File: src/design/drc_pkg.sv
package drc_pkg;
  // ==========================================================
  // command opcodes
  localparam logic [3:0] DRC_OP_RECAL_HI = 4'h1;
  localparam logic [7:0] DRC_OP_DISABLE = 8'hF6;
  localparam logic [7:0] DRC_OP_PREPARE = 8'hF3;
  localparam logic [7:0] DRC_OP_ERASE = 8'hF4;
  // ==========================================================
  // register byte offsets on the avalon side
  localparam logic [3:0] DRC_REG_CMD = 4'h0;
  localparam logic [3:0] DRC_REG_DATA = 4'h4;
  localparam logic [3:0] DRC_REG_STAT = 4'h8;
  // ==========================================================
  // error and status bit positions
  localparam int DRC_ERR_ABT = 2;
  localparam int DRC_ERR_TON = 1;
  localparam int DRC_ST_RDY = 6;
  localparam int DRC_ST_DSC = 4;
  localparam int DRC_ST_DRQ = 3;
  localparam int DRC_ST_ERR = 0;
  localparam int DRC_ST_BSY = 7;
  // ==========================================================
  // password block layout, in 16-bit words; enhanced flag is a control-word bit, password width in bits
  localparam int DRC_CW_IDENT = 0;
  localparam int DRC_CW_ENHANCED = 1;
  localparam int DRC_PW_FIRST = 1;
  localparam int DRC_PW_LAST = 16;
  localparam int DRC_BLOCK_WORDS = 256;
  localparam int DRC_PW_BITS = 256;
  // ==========================================================
  // reset values and timing
  localparam logic [7:0] DRC_STATUS_RST = 8'h50;
  localparam logic [7:0] DRC_ERROR_RST = 8'h00;
  localparam int DRC_SEEK_TIME_US = 1;
  localparam int DRC_CLK_MHZ = 50;
  localparam int DRC_SEEK_CYC = DRC_SEEK_TIME_US * DRC_CLK_MHZ;
  localparam logic [15:0] DRC_ERASE_TIME_ID = 16'h0001;
  localparam int DRC_ID_ERASE_WORD = 89;
endpackage

File: src/design/drc_if.sv
`timescale 1ns/10ps
`default_nettype none
// ==========================================================
// task-file link between host controller and drive
interface drc_if;
  logic cmd_valid;
  logic [7:0] cmd_code;
  logic wr_valid;
  logic [15:0] wr_data;
  logic [7:0] status;
  logic [7:0] error;
  modport drive (
    input cmd_valid, cmd_code, wr_valid, wr_data,
    output status, error
  );
  modport host (
    output cmd_valid, cmd_code, wr_valid, wr_data,
    input status, error
  );
endinterface
`default_nettype wire

File: src/design/drc_drive.sv
// Decided for this implementation: the Avalon-MM register port and the address map.
`timescale 1ns/10ps
`default_nettype none
// Behaviour
// - recalibrate seeks heads to cylinder zero
// - seek failure sets track-zero error bit
// - disable takes one password sector first
// - disable unlocks only on password match
// - disable keeps master password stored
// - host should disable only when unlocked; the drive also accepts disable while locked and unlocks on a match
// - control bit zero picks user or master
// - compare only the password kind selected
// - prepare must precede erase unit
// - prepare has no data phase
// - erase covers lba zero to native max
// - erase password mismatch gives aborted error
// - erase writes zeros then unlocks
// - erase skips verify and defect updates
// - erase without prepare is aborted
// - erase keeps master password stored
// - erase skips compare when lock disabled
// - only normal erase mode supported
// - erase duration reported in identify word
module drc_drive
  import drc_pkg::*;
#(
  parameter int LBA_W = 28,
  parameter logic [27:0] NATIVE_MAX_LBA = 28'h000_00FF
)(
  // clock and reset
  input wire logic clk,
  input wire logic srst,
  // task file link
  drc_if.drive tf,
  // stored security state
  input wire logic [DRC_PW_BITS-1:0] user_pw,
  input wire logic [DRC_PW_BITS-1:0] master_pw,
  input wire logic lock_preset,
  output logic lock_enabled,
  // mechanics and media
  input wire logic seek_fail,
  output logic [LBA_W-1:0] wipe_lba,
  output logic wipe_wr,
  output logic [15:0] erase_time_word
);
  typedef enum logic [2:0] {
    DRC_IDLE = 3'b000,
    DRC_RECV = 3'b001,
    DRC_CHECK = 3'b011,
    DRC_WIPE = 3'b010,
    DRC_SEEK = 3'b100
  } drc_state_e;

  drc_state_e st_q, st_d;
  logic [7:0] op_q, op_d;
  logic [7:0] status_q, status_d;
  logic [7:0] error_q, error_d;
  logic [7:0] cnt_q, cnt_d;
  logic [15:0] ctl_q, ctl_d;
  logic [DRC_PW_BITS-1:0] pw_q, pw_d;
  logic armed_q, armed_d;
  logic lock_q, lock_d;
  logic lock_init_q, lock_init_d;
  logic [LBA_W-1:0] lba_q, lba_d;
  logic wr_q, wr_d;
  logic match;

  // password compare against the selected kind only
  function automatic logic pw_ok(input logic [15:0] ctl,
                                 input logic [DRC_PW_BITS-1:0] got,
                                 input logic [DRC_PW_BITS-1:0] usr,
                                 input logic [DRC_PW_BITS-1:0] mst);
    pw_ok = ctl[DRC_CW_IDENT] ? (got == mst) : (got == usr);
  endfunction

  assign match = pw_ok(ctl_q, pw_q, user_pw, master_pw);

  // ==========================================================
  // command sequencer
  always_comb begin
    st_d = st_q;
    op_d = op_q;
    status_d = status_q;
    error_d = error_q;
    cnt_d = cnt_q;
    ctl_d = ctl_q;
    pw_d = pw_q;
    armed_d = armed_q;
    lock_d = lock_q;
    lock_init_d = 1'b1;
    lba_d = lba_q;
    wr_d = 1'b0;
    // lock state is captured once after reset release
    if (!lock_init_q) begin
      lock_d = lock_preset;
    end
    case (st_q)
      DRC_IDLE: begin
        if (tf.cmd_valid) begin
          op_d = tf.cmd_code;
          error_d = DRC_ERROR_RST;
          status_d = 8'h00;
          status_d[DRC_ST_BSY] = 1'b1;
          // any command but prepare or erase drops the prepare arming
          armed_d = 1'b0;
          cnt_d = 8'h00;
          if (tf.cmd_code[7:4] == DRC_OP_RECAL_HI) begin
            st_d = DRC_SEEK;
          end else if (tf.cmd_code == DRC_OP_PREPARE) begin
            // no data phase, finish at once
            armed_d = 1'b1;
            status_d = DRC_STATUS_RST;
          end else if (tf.cmd_code == DRC_OP_DISABLE ||
                       tf.cmd_code == DRC_OP_ERASE) begin
            status_d[DRC_ST_DRQ] = 1'b1;
            st_d = DRC_RECV;
            armed_d = armed_q && tf.cmd_code == DRC_OP_ERASE;
          end else begin
            error_d[DRC_ERR_ABT] = 1'b1;
            status_d = DRC_STATUS_RST;
            status_d[DRC_ST_ERR] = 1'b1;
          end
        end
      end
      DRC_SEEK: begin
        // stand-in for seek time of the servo
        cnt_d = cnt_q + 8'h01;
        if (cnt_q == 8'(DRC_SEEK_CYC - 1)) begin
          status_d = DRC_STATUS_RST;
          st_d = DRC_IDLE;
          if (seek_fail) begin
            error_d[DRC_ERR_TON] = 1'b1;
            status_d[DRC_ST_ERR] = 1'b1;
          end
        end
      end
      DRC_RECV: begin
        if (tf.wr_valid) begin
          cnt_d = cnt_q + 8'h01;
          if (cnt_q == 8'(DRC_CW_IDENT)) begin
            ctl_d = tf.wr_data;
          end else if (cnt_q <= 8'(DRC_PW_LAST)) begin
            // words past 16 are reserved and dropped
            pw_d = {tf.wr_data,
                    pw_q[DRC_PW_BITS-1:16]};
          end
          if (cnt_q == 8'(DRC_BLOCK_WORDS - 1)) begin
            status_d[DRC_ST_DRQ] = 1'b0;
            st_d = DRC_CHECK;
          end
        end
      end
      DRC_CHECK: begin
        status_d = DRC_STATUS_RST;
        st_d = DRC_IDLE;
        if (op_q == DRC_OP_DISABLE) begin
          if (match) begin
            // master password input is untouched
            lock_d = 1'b0;
          end else begin
            error_d[DRC_ERR_ABT] = 1'b1;
            status_d[DRC_ST_ERR] = 1'b1;
          end
        end else if (!armed_q || ctl_q[DRC_CW_ENHANCED] ||
                     (lock_q && !match)) begin
          // no prepare, enhanced mode, or bad password
          error_d[DRC_ERR_ABT] = 1'b1;
          status_d[DRC_ST_ERR] = 1'b1;
        end else begin
          // password matched, or unlocked drive erases without compare
          status_d = 8'h00;
          status_d[DRC_ST_BSY] = 1'b1;
          lba_d = '0;
          // first write is lba zero, in step with its address
          wr_d = 1'b1;
          st_d = DRC_WIPE;
        end
        armed_d = 1'b0;
      end
      DRC_WIPE: begin
        // plain zero writes, no read-back, no list update
        if (lba_q == NATIVE_MAX_LBA[LBA_W-1:0]) begin
          // master stays stored; only lock drops
          lock_d = 1'b0;
          status_d = DRC_STATUS_RST;
          st_d = DRC_IDLE;
        end else begin
          wr_d = 1'b1;
          lba_d = LBA_W'(lba_q + 1'b1);
        end
      end
      default: st_d = DRC_IDLE;
    endcase
  end

  always_ff @(posedge clk) begin
    if (srst) begin
      st_q <= DRC_IDLE;
      op_q <= 8'h00;
      status_q <= DRC_STATUS_RST;
      error_q <= DRC_ERROR_RST;
      cnt_q <= 8'h00;
      ctl_q <= 16'h0000;
      pw_q <= '0;
      armed_q <= 1'b0;
      lock_q <= 1'b0;
      lock_init_q <= 1'b0;
      lba_q <= '0;
      wr_q <= 1'b0;
    end else begin
      st_q <= st_d;
      op_q <= op_d;
      status_q <= status_d;
      error_q <= error_d;
      cnt_q <= cnt_d;
      ctl_q <= ctl_d;
      pw_q <= pw_d;
      armed_q <= armed_d;
      lock_q <= lock_d;
      lock_init_q <= lock_init_d;
      lba_q <= lba_d;
      wr_q <= wr_d;
    end
  end

  // ==========================================================
  // outputs
  assign tf.status = status_q;
  assign tf.error = error_q;
  assign lock_enabled = lock_q;
  assign wipe_lba = lba_q;
  assign wipe_wr = wr_q;
  assign erase_time_word = DRC_ERASE_TIME_ID;
endmodule
`default_nettype wire

File: src/flat_wrapper.sv
// flat-port wrapper written by rule: the top's interface ports become plain ports
module drc_drive_flat import drc_pkg::*;
#(
  parameter int LBA_W = 28,
  parameter logic [27:0] NATIVE_MAX_LBA = 28'h000_00FF
)
  (clk, srst, user_pw, master_pw, lock_preset, lock_enabled, seek_fail, wipe_lba, wipe_wr, erase_time_word, tf_cmd_valid, tf_cmd_code, tf_wr_valid, tf_wr_data, tf_status, tf_error);
  drc_if tf_i ();
  input wire logic clk;
  input wire logic srst;
  input wire logic [DRC_PW_BITS-1:0] user_pw;
  input wire logic [DRC_PW_BITS-1:0] master_pw;
  input wire logic lock_preset;
  output logic lock_enabled;
  input wire logic seek_fail;
  output logic [LBA_W-1:0] wipe_lba;
  output logic wipe_wr;
  output logic [15:0] erase_time_word;
  input wire logic [$bits(tf_i.cmd_valid)-1:0] tf_cmd_valid;
  input wire logic [$bits(tf_i.cmd_code)-1:0] tf_cmd_code;
  input wire logic [$bits(tf_i.wr_valid)-1:0] tf_wr_valid;
  input wire logic [$bits(tf_i.wr_data)-1:0] tf_wr_data;
  output wire logic [$bits(tf_i.status)-1:0] tf_status;
  output wire logic [$bits(tf_i.error)-1:0] tf_error;
  assign tf_i.cmd_valid = tf_cmd_valid;
  assign tf_i.cmd_code = tf_cmd_code;
  assign tf_i.wr_valid = tf_wr_valid;
  assign tf_i.wr_data = tf_wr_data;
  assign tf_status = tf_i.status;
  assign tf_error = tf_i.error;
  drc_drive #(.LBA_W(LBA_W), .NATIVE_MAX_LBA(NATIVE_MAX_LBA)) u_core (.clk(clk), .srst(srst), .tf(tf_i), .user_pw(user_pw), .master_pw(master_pw), .lock_preset(lock_preset), .lock_enabled(lock_enabled), .seek_fail(seek_fail), .wipe_lba(wipe_lba), .wipe_wr(wipe_wr), .erase_time_word(erase_time_word));
endmodule
File: config.mk
export PLATFORM = sky130hd
export DESIGN_NAME = drc_drive_flat
export DESIGN_NICKNAME = d
export VERILOG_FILES = /design/src/design/drc_pkg.sv /design/src/design/drc_if.sv /design/src/design/drc_drive.sv /design/src/flat_wrapper.sv
export SDC_FILE = /design/constraint.sdc
export NUM_CORES = 1
export LEC_CHECK = 0
export CORE_AREA = 2 2 238 240
export CTS_BUF_LIST = sky130_fd_sc_hd__clkbuf_8
export DETAILED_ROUTE_END_ITERATION = 12
export DIE_AREA = 0 0 240 242
export DONT_BUFFER_PORTS = 1
export HOLD_SLACK_MARGIN = 0.1
export SLEW_MARGIN = 40
export SYNTH_ARGS = -nofsm -noshare
export SYNTH_HDL_FRONTEND = slang
export SYNTH_SLANG_ARGS = --single-unit
File: constraint.sdc
create_clock -name clk -period 3.1 [get_ports clk]
set_input_delay 0.62 -clock clk [delete_from_list [all_inputs] [get_ports clk]]
set_output_delay 0.62 -clock clk [all_outputs]
set_load 0.005 [all_outputs]
### Word level (Yosys, flattened, before mapping)

Index checks and enable logic that the tools add are counted.

* flip-flop bits (word level): 319
* input bits: 542
* output and inout port bits: 62

* add/sub/neg operators: 2
* order comparisons: 1
* eq/ne operators: 27
* muxes and demuxes: 64
* bitwise logic cells: 1
* reduce and logical (&&, ||, !) cells: 26

Operators with widths (number)
* 256-bit == test: 2
* 28-bit 2-to-1 mux: 3
* 8-bit 2-to-1 mux: 7
* 28-bit case mux with 2 select lines: 1
* 8-bit == test (second input constant): 5
* 3-bit 2-to-1 mux: 10
* 1-bit 2-to-1 mux: 29
* 28-bit by 1-bit adder with 28-bit output (second input constant): 1
* 28-bit by 8-bit == test with 1-bit output (second input constant): 1
* 8-bit case mux with 3 select lines: 1
* 4-bit AND reduction: 5
* 4-bit case mux with 4 select lines: 1
* 3-bit case mux with 5 select lines: 1
* 7-bit 2-to-1 mux: 2
* 2-bit inequality test (second input constant): 6
* 3-bit case mux with 4 select lines: 1
* 1-bit case mux with 2 select lines: 5
* 8-bit by 1-bit adder with 8-bit output (second input constant): 1
* 8-bit by 6-bit == test with 1-bit output (second input constant): 1
* 8-bit by 5-bit less-or-equal comparator with 1-bit output (second input constant): 1
* 8-bit zero test: 1
* 7-bit AND reduction: 1
* 3-bit by 2-bit == test with 1-bit output (second input constant): 2
* 2-bit by 1-bit inequality test with 1-bit output (second input constant): 3
* 21 further kinds: 30

### Logic depth before layout (Yosys ltp)

Gate-level depths: netlist of the first run.

* word-level depth: 8
* depth in mapped cells: 14
* mapped depth without buffers: 10

### Least setup slack after synthesis of the first run

No wires, ideal clock.

* kind: register to register
* start point: register u_core.ctl_q[0]
* end point: register u_core.lba_q[21] (netlist: u_core.wipe_lba[21])
* setup time: 70 ps
* arrival time: 2852 ps
* setup slack: 178 ps
* stages on the path, launching flop included: 14
* period minus slack after synthesis: 2922 ps
* cell sequence: dfxtp_1 > clkbuf_1 > buf_2 > buf_2 > mux2i_1 > xnor2_1 > nor4_1 > nand4_1 > nor4_2 > nand4_2 > o21a_1 > buf_6 > or3_1 > a21oi_1

* longest elaborated chain between the ends: 6

Ends and longest elaborated chain
* start: declaration: RTL line drc_drive.sv:59 `logic [15:0] ctl_q, ctl_d;`
* start signal: assignment: RTL line drc_drive.sv:216 `ctl_q <= ctl_d;`
* 1-bit 2-to-1 mux: RTL line drc_drive.sv:73 `pw_ok = ctl[DRC_CW_IDENT] ? (got == mst) : (got == usr);`
* 1-bit zero test: RTL line drc_drive.sv:165 `(lock_q && !match)) begin`
* 1-bit logical AND: RTL line drc_drive.sv:165
* 1-bit logical OR: RTL line drc_drive.sv:164 `end else if (!armed_q || ctl_q[DRC_CW_ENHANCED] ||`
* 2-bit inequality test (no source line)
* 4-bit AND reduction (no source line)
* end signal: assignment: RTL line drc_drive.sv:221 `lba_q <= lba_d;`
* end: declaration: RTL line drc_drive.sv:64 `logic [LBA_W-1:0] lba_q, lba_d;`

Every way passes these cells.
A chain may end at the register's enable or synchronous reset.

### Worst setup path in the final report of the first run

* start point: register u_core.ctl_q[0]
* end point: register u_core.lba_q[20] (netlist: u_core.wipe_lba[20])

Same word-level chain as after synthesis.

==> results of run 1 <==
## registers in the layout, indices dropped and copies added, names as in the netlist, 2 cells and up
| register | flops |
|---|---|
| u_core.cnt_q | 8 |
| u_core.pw_q | 256 |
| u_core.ctl_q | 2 |
| u_core.st_q | 3 |
| u_core.tf.error | 2 |
| u_core.wipe_lba | 28 |
| u_core.op_q | 8 |
| u_core.tf.status | 4 |
## final timing paths
kind,from,endpoint,cells after the start
max,u_core.ctl_q[0],u_core.wipe_lba[20],13
min,seek_fail,u_core.tf.error[1],4
max reg2reg,u_core.ctl_q[0],u_core.wipe_lba[20],13
min reg2reg,u_core.pw_q[29],u_core.pw_q[13],2
## worst max-delay path, cell delays in order, from the launching register on
cell     delay [ns]
dfxtp_4        0.40
buf_12         0.16
buf_16         0.17
buf_16         0.18
mux2i_4        0.26
xnor2_1        0.09
nor4_2         0.42
nand4_1        0.23
nor4_2         0.39
nand4_2        0.15
buf_8          0.19
o21a_4         0.23
or4_1          0.42
a21oi_2        0.13
## cell families after synthesis
group / count (synthesis) / synth area share, %
AO/OA/AOI/OAI: 330 / 9.91
XOR/XNOR: 276 / 14.0
buffers and inverters: 165 / 4.83
other: 2 / 0.0433
multiplexers: 257 / 14.8
flip-flops: 315 / 36.4
adder cells (fa/ha/maj): 4 / 0.289
AND/OR/NAND/NOR: 787 / 19.7
## per-layer routing
metal	track usage, %	up-vias
li1	-	7738
met5	0	-
met1	34.9	8120
met2	47.2	804
met3	5.97	131
met4	11.4	6
## where the power goes
part / leakage [nW] / switching [mW] / total [mW] / internal (mW)
clock network: 0.722 / 1.97 / 4.30 / 2.32
registers: 2.54 / 0.0418 / 4.13 / 4.09
logic: 3.96 / 0.966 / 1.83 / 0.868
total: 7.22 / 2.98 / 10.3 / 7.28
## cell usage in the layout, fill, tap and decap left out, types with 25 or more instances in the layout
| cell type | Yosys | layout |
|---|---|---|
| nor4_1 | 71 | 43 |
| nand4_1 | 28 | 28 |
| mux2i_1 | 257 | 206 |
| nor4_2 | 4 | 28 |
| clkbuf_8 | 0 | 77 |
| nor2_1 | 48 | 48 |
| xnor2_1 | 263 | 246 |
| a21oi_1 | 293 | 290 |
| inv_1 | 11 | 30 |
| conb_1 | 2 | 25 |
| buf_4 | 28 | 207 |
| mux2i_2 | 0 | 32 |
| dfxtp_1 | 315 | 314 |
| nand2_1 | 563 | 563 |
| dlygate4sd3_1 | 0 | 53 |
## area by class of cell
class	instances	area share, %
well taps	756	4.16
flip-flops and latches	315	27.7
diodes	23	0.253
repair buffers	310	13.6
multi-input cells	1680	48.5
inverters	11	0.181
clock buffers	77	4.66
clock inverters	31	0.852
## what timing repair did
item,CTS,global route
gates resized for setup,90,76
endpoints found under the setup margin,35,49
endpoints found under the hold margin,175,0
buffers inserted,11,22
pin swaps,35,24
gates cloned,7,5
hold buffers,55,0
## per-stage QoR
step                      instance area (um^2)  worst slack (ns)  instances  setup TNS [ns]  hold WS [ns]
after CTS                                22000            -0.289       3154           -8.30         0.165
after detailed placement                 19400            -0.761       2973          -22.43         0.446
final                                    22800            -0.361       3203           -8.21         0.215
after floorplan                          17400             0.178       2159               0         0.431
after global routing                     22800            -0.452       3202          -11.94         0.196
after global placement                   19400            -0.732       2973          -21.57         0.438
==> impl_results.md, run 1 <==
- Status: complete, but fails checks
- Failing checks: negative setup slack
- TritonCTS Sinks: 315
- Arr. time, crit path: 4.09 ns
- Crit path time final: 3.46 ns
- Top FF cell, synth: dfxtp_1
- Clock Path Buffers: 3
- Area used by multi-input combinational logic: 11000 um^2
- Clock skew: 0.0551 ns
- Initial Util: 31.1%
- Placer congestion estimate: 0.956
- Fin util: 40.8%
- MaxCap Viol Count: 0
- Final hold viol count: 0
- Crit end category: register
- VDD IR max: 0.279 mV
- Flop2flop setup slack: -0.36 ns
- Antenna violation net count after detailed routing: 0
- Achievable clock frequency: 0.289 GHz
- Top-count cell post-synth: nand2_1
- PwrDens: 451 nW/um^2
- Leak: 7.22 nW
- Clk pin slew, worst setup/hold paths: 0.06 ns
- Vias in the first global route: 16129
- Synth cell types: 49
- Die Height: 242 um
- WP data required: 3.73 ns
- Clock latency on the worst-skew pair: 0.70 ns
- Crit path kind: reg -> reg
- Grt ovf: 0
- Area growth from synthesis to layout: 31.4%
- Final net count: 2923
- Clock root buffer: clkbuf_8
- Core footprint: 55700 um^2
- Syn avg cell area: 8.11 um^2
- Via count: 16799
- Top post-synthesis cells by area: dfxtp_1, mux2i_1, xnor2_1
- DP Wirelength: 66.9 mm
- # port buffers: 0
- Die area: 58100 um^2
- Total I/O pin count: 604
- Synth warnings: 0
- Worst setup SP type: register
- #FFs+latches synth: 315
- GRT Total Usage: 28.1%
- RSZ-0062 raised after global routing: true
- Synth area leader: dfxtp_1
- # fillers: 5636
- Area share of the largest cell type after synthesis: 36.4%
- Sequential area share after synthesis: 36.4%
- Max_slew headroom: 51.2%
- Die Wd: 240 um
- Synth top cells by count: nand2_1, dfxtp_1, a21oi_1
- Wl on met1: 34.6 mm
- Crit-path max FO: 16
- Top Layer Used: met5
- Routed WL: 86.3 mm
- Final Max Slew Viols: 0
- Post-DR vias/cell: 5.24
- Register area: 6310 um^2
- Post-synth EDFFs: 0
- Metal3 WL: 6.73 mm
- Final Cycle Share: 112%
- First-pass GRT wire length: 116 mm
- Setup slack after layout: -0.361 ns
- CTS tree: done
- Cell Rows: 87
- Layout cells sized above 1: 19.0%
- Post-synth ARST share: 0%
- Largest net degree at the start of global routing: 149
- Initial antenna violation count: 29
- Post-synth design cell area: 17300 um^2
- HP Class: in -> reg
- Max H-tree Level: 2
- Initial DRC Count: 1449
- DRC viols: 0
- Drt wl/cell: 26.9 um
- First-pass DRT Iterations: 5
- # setup viols final: 35
- WL met2: 41.6 mm
- Tot Pwr: 10.3 mW
- CTS Buf Count: 59
- Post-Synthesis Cells: 2136
- Worst-Margin Slew: 0.729 ns
(Power assumes the default switching activity.)
==> run 2: changes to the inputs <==
Settings changed: REMOVE_ABC_BUFFERS from default to 1.
==> run 2 against run 1 <==
The run still ends with negative setup slack left. Critical path depth rose by 2. Hold slack improved by 0.0058 ns. Power fell by 1.4%. Register-to-register slack got worse by 0.13 ns. Sequential power barely moved. Critical endpoint is now u_core.wipe_lba[22]. Non-clock buffer count fell by 66. Utilization fell by 1.1 points. Worst setup slack got worse by 0.13 ns.
==> impl_results.md, run 2 (synthesized netlist as in run 1, its figures left out) <==
- Clock latency on the worst-skew pair: 0.66 ns (was 0.70 ns)
- Critical path's top delay family: simple AND/OR/NAND/NOR gates (unchanged)
- Final instance area: 22100 um^2 (was 22800 um^2)
- Post-DR vias/cell: 5.17 (was 5.24)
- Final hold viol count: 0 (unchanged)
- # setup viols final: 35 (unchanged)
- GRT Total Usage: 22.3% (was 28.1%)
- WP data required: 3.69 ns (was 3.73 ns)
- Worst-Margin Slew: 0.698 ns (was 0.729 ns)
- Vias in the first global route: 15710 (was 16129)
- Largest Register: u_core.pw_q (unchanged)
- TritonCTS Sinks: 315 (unchanged)
- First-pass DRT Iterations: 5 (unchanged)
- Core footprint: 55700 um^2 (unchanged)
- DP Wirelength: 47.7 mm (was 66.9 mm)
- Area growth from synthesis to layout: 27.8% (was 31.4%)
- Via count: 16098 (was 16799)
- MaxCap Viol Count: 0 (unchanged)
- Crit end category: register (unchanged)
- Antenna violation net count after detailed routing: 0 (unchanged)
- Most frequent cells in the layout: nand2_1, dfxtp_1, a21oi_1, xnor2_1, mux2i_1 (was nand2_1, dfxtp_1, a21oi_1, xnor2_1, buf_4)
- Clk pin slew, worst setup/hold paths: 0.07 ns (was 0.06 ns)
- CTS tree: done (unchanged)
- Largest net degree at the start of global routing: 150 (was 149)
- Failing checks: negative setup slack (unchanged)
- Max H-tree Level: 2 (unchanged)
- RSZ-0062 raised after global routing: true (unchanged)
- VDD IR max: 0.282 mV (was 0.279 mV)
- CTS Buf Count: 60 (was 59)
- Setup slack after layout: -0.488 ns (was -0.361 ns)
- DRC viols: 0 (unchanged)
- Final net count: 2857 (was 2923)
- Hold Slack: 0.221 ns (was 0.215 ns)
- Max reg flops: 256 (unchanged)
- Crit path time final: 3.59 ns (was 3.46 ns)
- Max_slew headroom: 53.1% (was 51.2%)
- CP max-delay cell: nor4_2 (unchanged)
- Achievable clock frequency: 0.279 GHz (was 0.289 GHz)
- Critical-path cell list: buf_8, buf_12, buf_16, mux2i_1, xnor2_1, nor4_2, buf_4, nand4_1, nor4_2, buf_4, nand4_4, buf_6, o21a_4, or4_4, a21oi_2 (was buf_12, buf_16, buf_16, mux2i_4, xnor2_1, nor4_2, nand4_1, nor4_2, nand4_2, buf_8, o21a_4, or4_1, a21oi_2)
- Cell Rows: 87 (unchanged)
- Post-DP Area: 18600 um^2 (was 19400 um^2)
- Clock root buffer: clkbuf_8 (unchanged)
- Crit path kind: reg -> reg (unchanged)
- Wl on met1: 30.5 mm (was 34.6 mm)
- CP Buf/Inv Count: 6 (was 4)
- Initial DRC Count: 1309 (was 1449)
- PwrDens: 456 nW/um^2 (was 451 nW/um^2)
- Drt wl/cell: 22.1 um (was 26.9 um)
- Initial antenna violation count: 9 (was 29)
- Routed WL: 68.9 mm (was 86.3 mm)
- Final Max Slew Viols: 0 (unchanged)
- Die area: 58100 um^2 (unchanged)
- Worst path max stage delay: 0.44 ns (was 0.42 ns)
- Most common cell after layout, fill and taps aside: nand2_1 (unchanged)
- Grt ovf: 0 (unchanged)
- Clock Path Buffers: 3 (unchanged)
- Setup tns final: -13.49 ns (was -8.21 ns)
- Leak: 6.89 nW (was 7.22 nW)
- Status: complete, but fails checks (unchanged)
- HP Class: in -> reg (unchanged)
- Worst setup SP type: register (unchanged)
- # fillers: 5650 (was 5636)
- Initial Util: 31.1% (unchanged)
- Top Layer Used: met5 (unchanged)
- Metal3 WL: 5.04 mm (was 6.73 mm)
- Die Height: 242 um (unchanged)
- Clock skew: 0.0392 ns (was 0.0551 ns)
- First-pass GRT wire length: 97.8 mm (was 116 mm)
- WL met2: 31.8 mm (was 41.6 mm)
- Total I/O pin count: 604 (unchanged)
- Die Wd: 240 um (unchanged)
- # port buffers: 0 (unchanged)
- Crit-path max FO: 8 (was 16)
- Final Cycle Share: 116% (was 112%)
- Layout cells sized above 1: 15.3% (was 19.0%)
- Placer congestion estimate: 0.952 (was 0.956)
- Arr. time, crit path: 4.18 ns (was 4.09 ns)
- Tot Pwr: 10.1 mW (was 10.3 mW)
run 2: area by class of cell:
cell class	instances	area (um^2)	area share, %
Inverter	11	41.3	0.186
Multi-Input combinational cell	1679	10900	49.0
Timing Repair Buffer	244	2690	12.2
Tap cell	756	946	4.27
Clock inverter	31	250	1.13
Sequential cell	315	6310	28.5
Clock buffer	75	1030	4.66
Antenna cell	5	12.5	0.0565
run 2: path summary, 6_finish.rpt:
kind	startpoint	to	slack, ns	cells after the start
min reg2reg	u_core.pw_q[13]	u_core.pw_q[13]	0.46	2
max reg2reg	u_core.ctl_q[0]	u_core.wipe_lba[22]	-0.49	15
max	u_core.ctl_q[0]	u_core.wipe_lba[22]	-0.49	15
min	tf_wr_data[0]	u_core.ctl_q[0]	0.22	2
run 2: power by group:
group	switching [mW]	total [mW]	internal (mW)
logic	0.827	1.56	0.733
clock network	1.92	4.42	2.50
registers	0.0444	4.13	4.09
run 2: what timing repair did:
item,4_1_cts,5_1_grt
setup endpoints to repair,35,81
setup buffers,15,18
pin swaps,36,21
hold endpoints to repair,206,0
hold buffers,82,0
cloned,12,2
gates resized for setup,85,61
run 2: layer usage:
| metal | vias to the layer above | GRT usage (%) |
|---|---|---|
| li1 | 7572 | - |
| met2 | 707 | 35.8 |
| met1 | 7708 | 30.6 |
| met4 | 8 | 5.88 |
| met5 | - | 0 |
| met3 | 103 | 4.23 |
run 2: through the flow:
step                      std cells  setup slack (ns)  util (%)
final                          3116            -0.488      39.7
after global placement         2876             -1.01      33.3
after detailed placement       2876             -1.07      33.3
after global routing           3116            -0.570      39.7
after CTS                      3091            -0.406      38.8
after floorplan                2005             -8.01         -
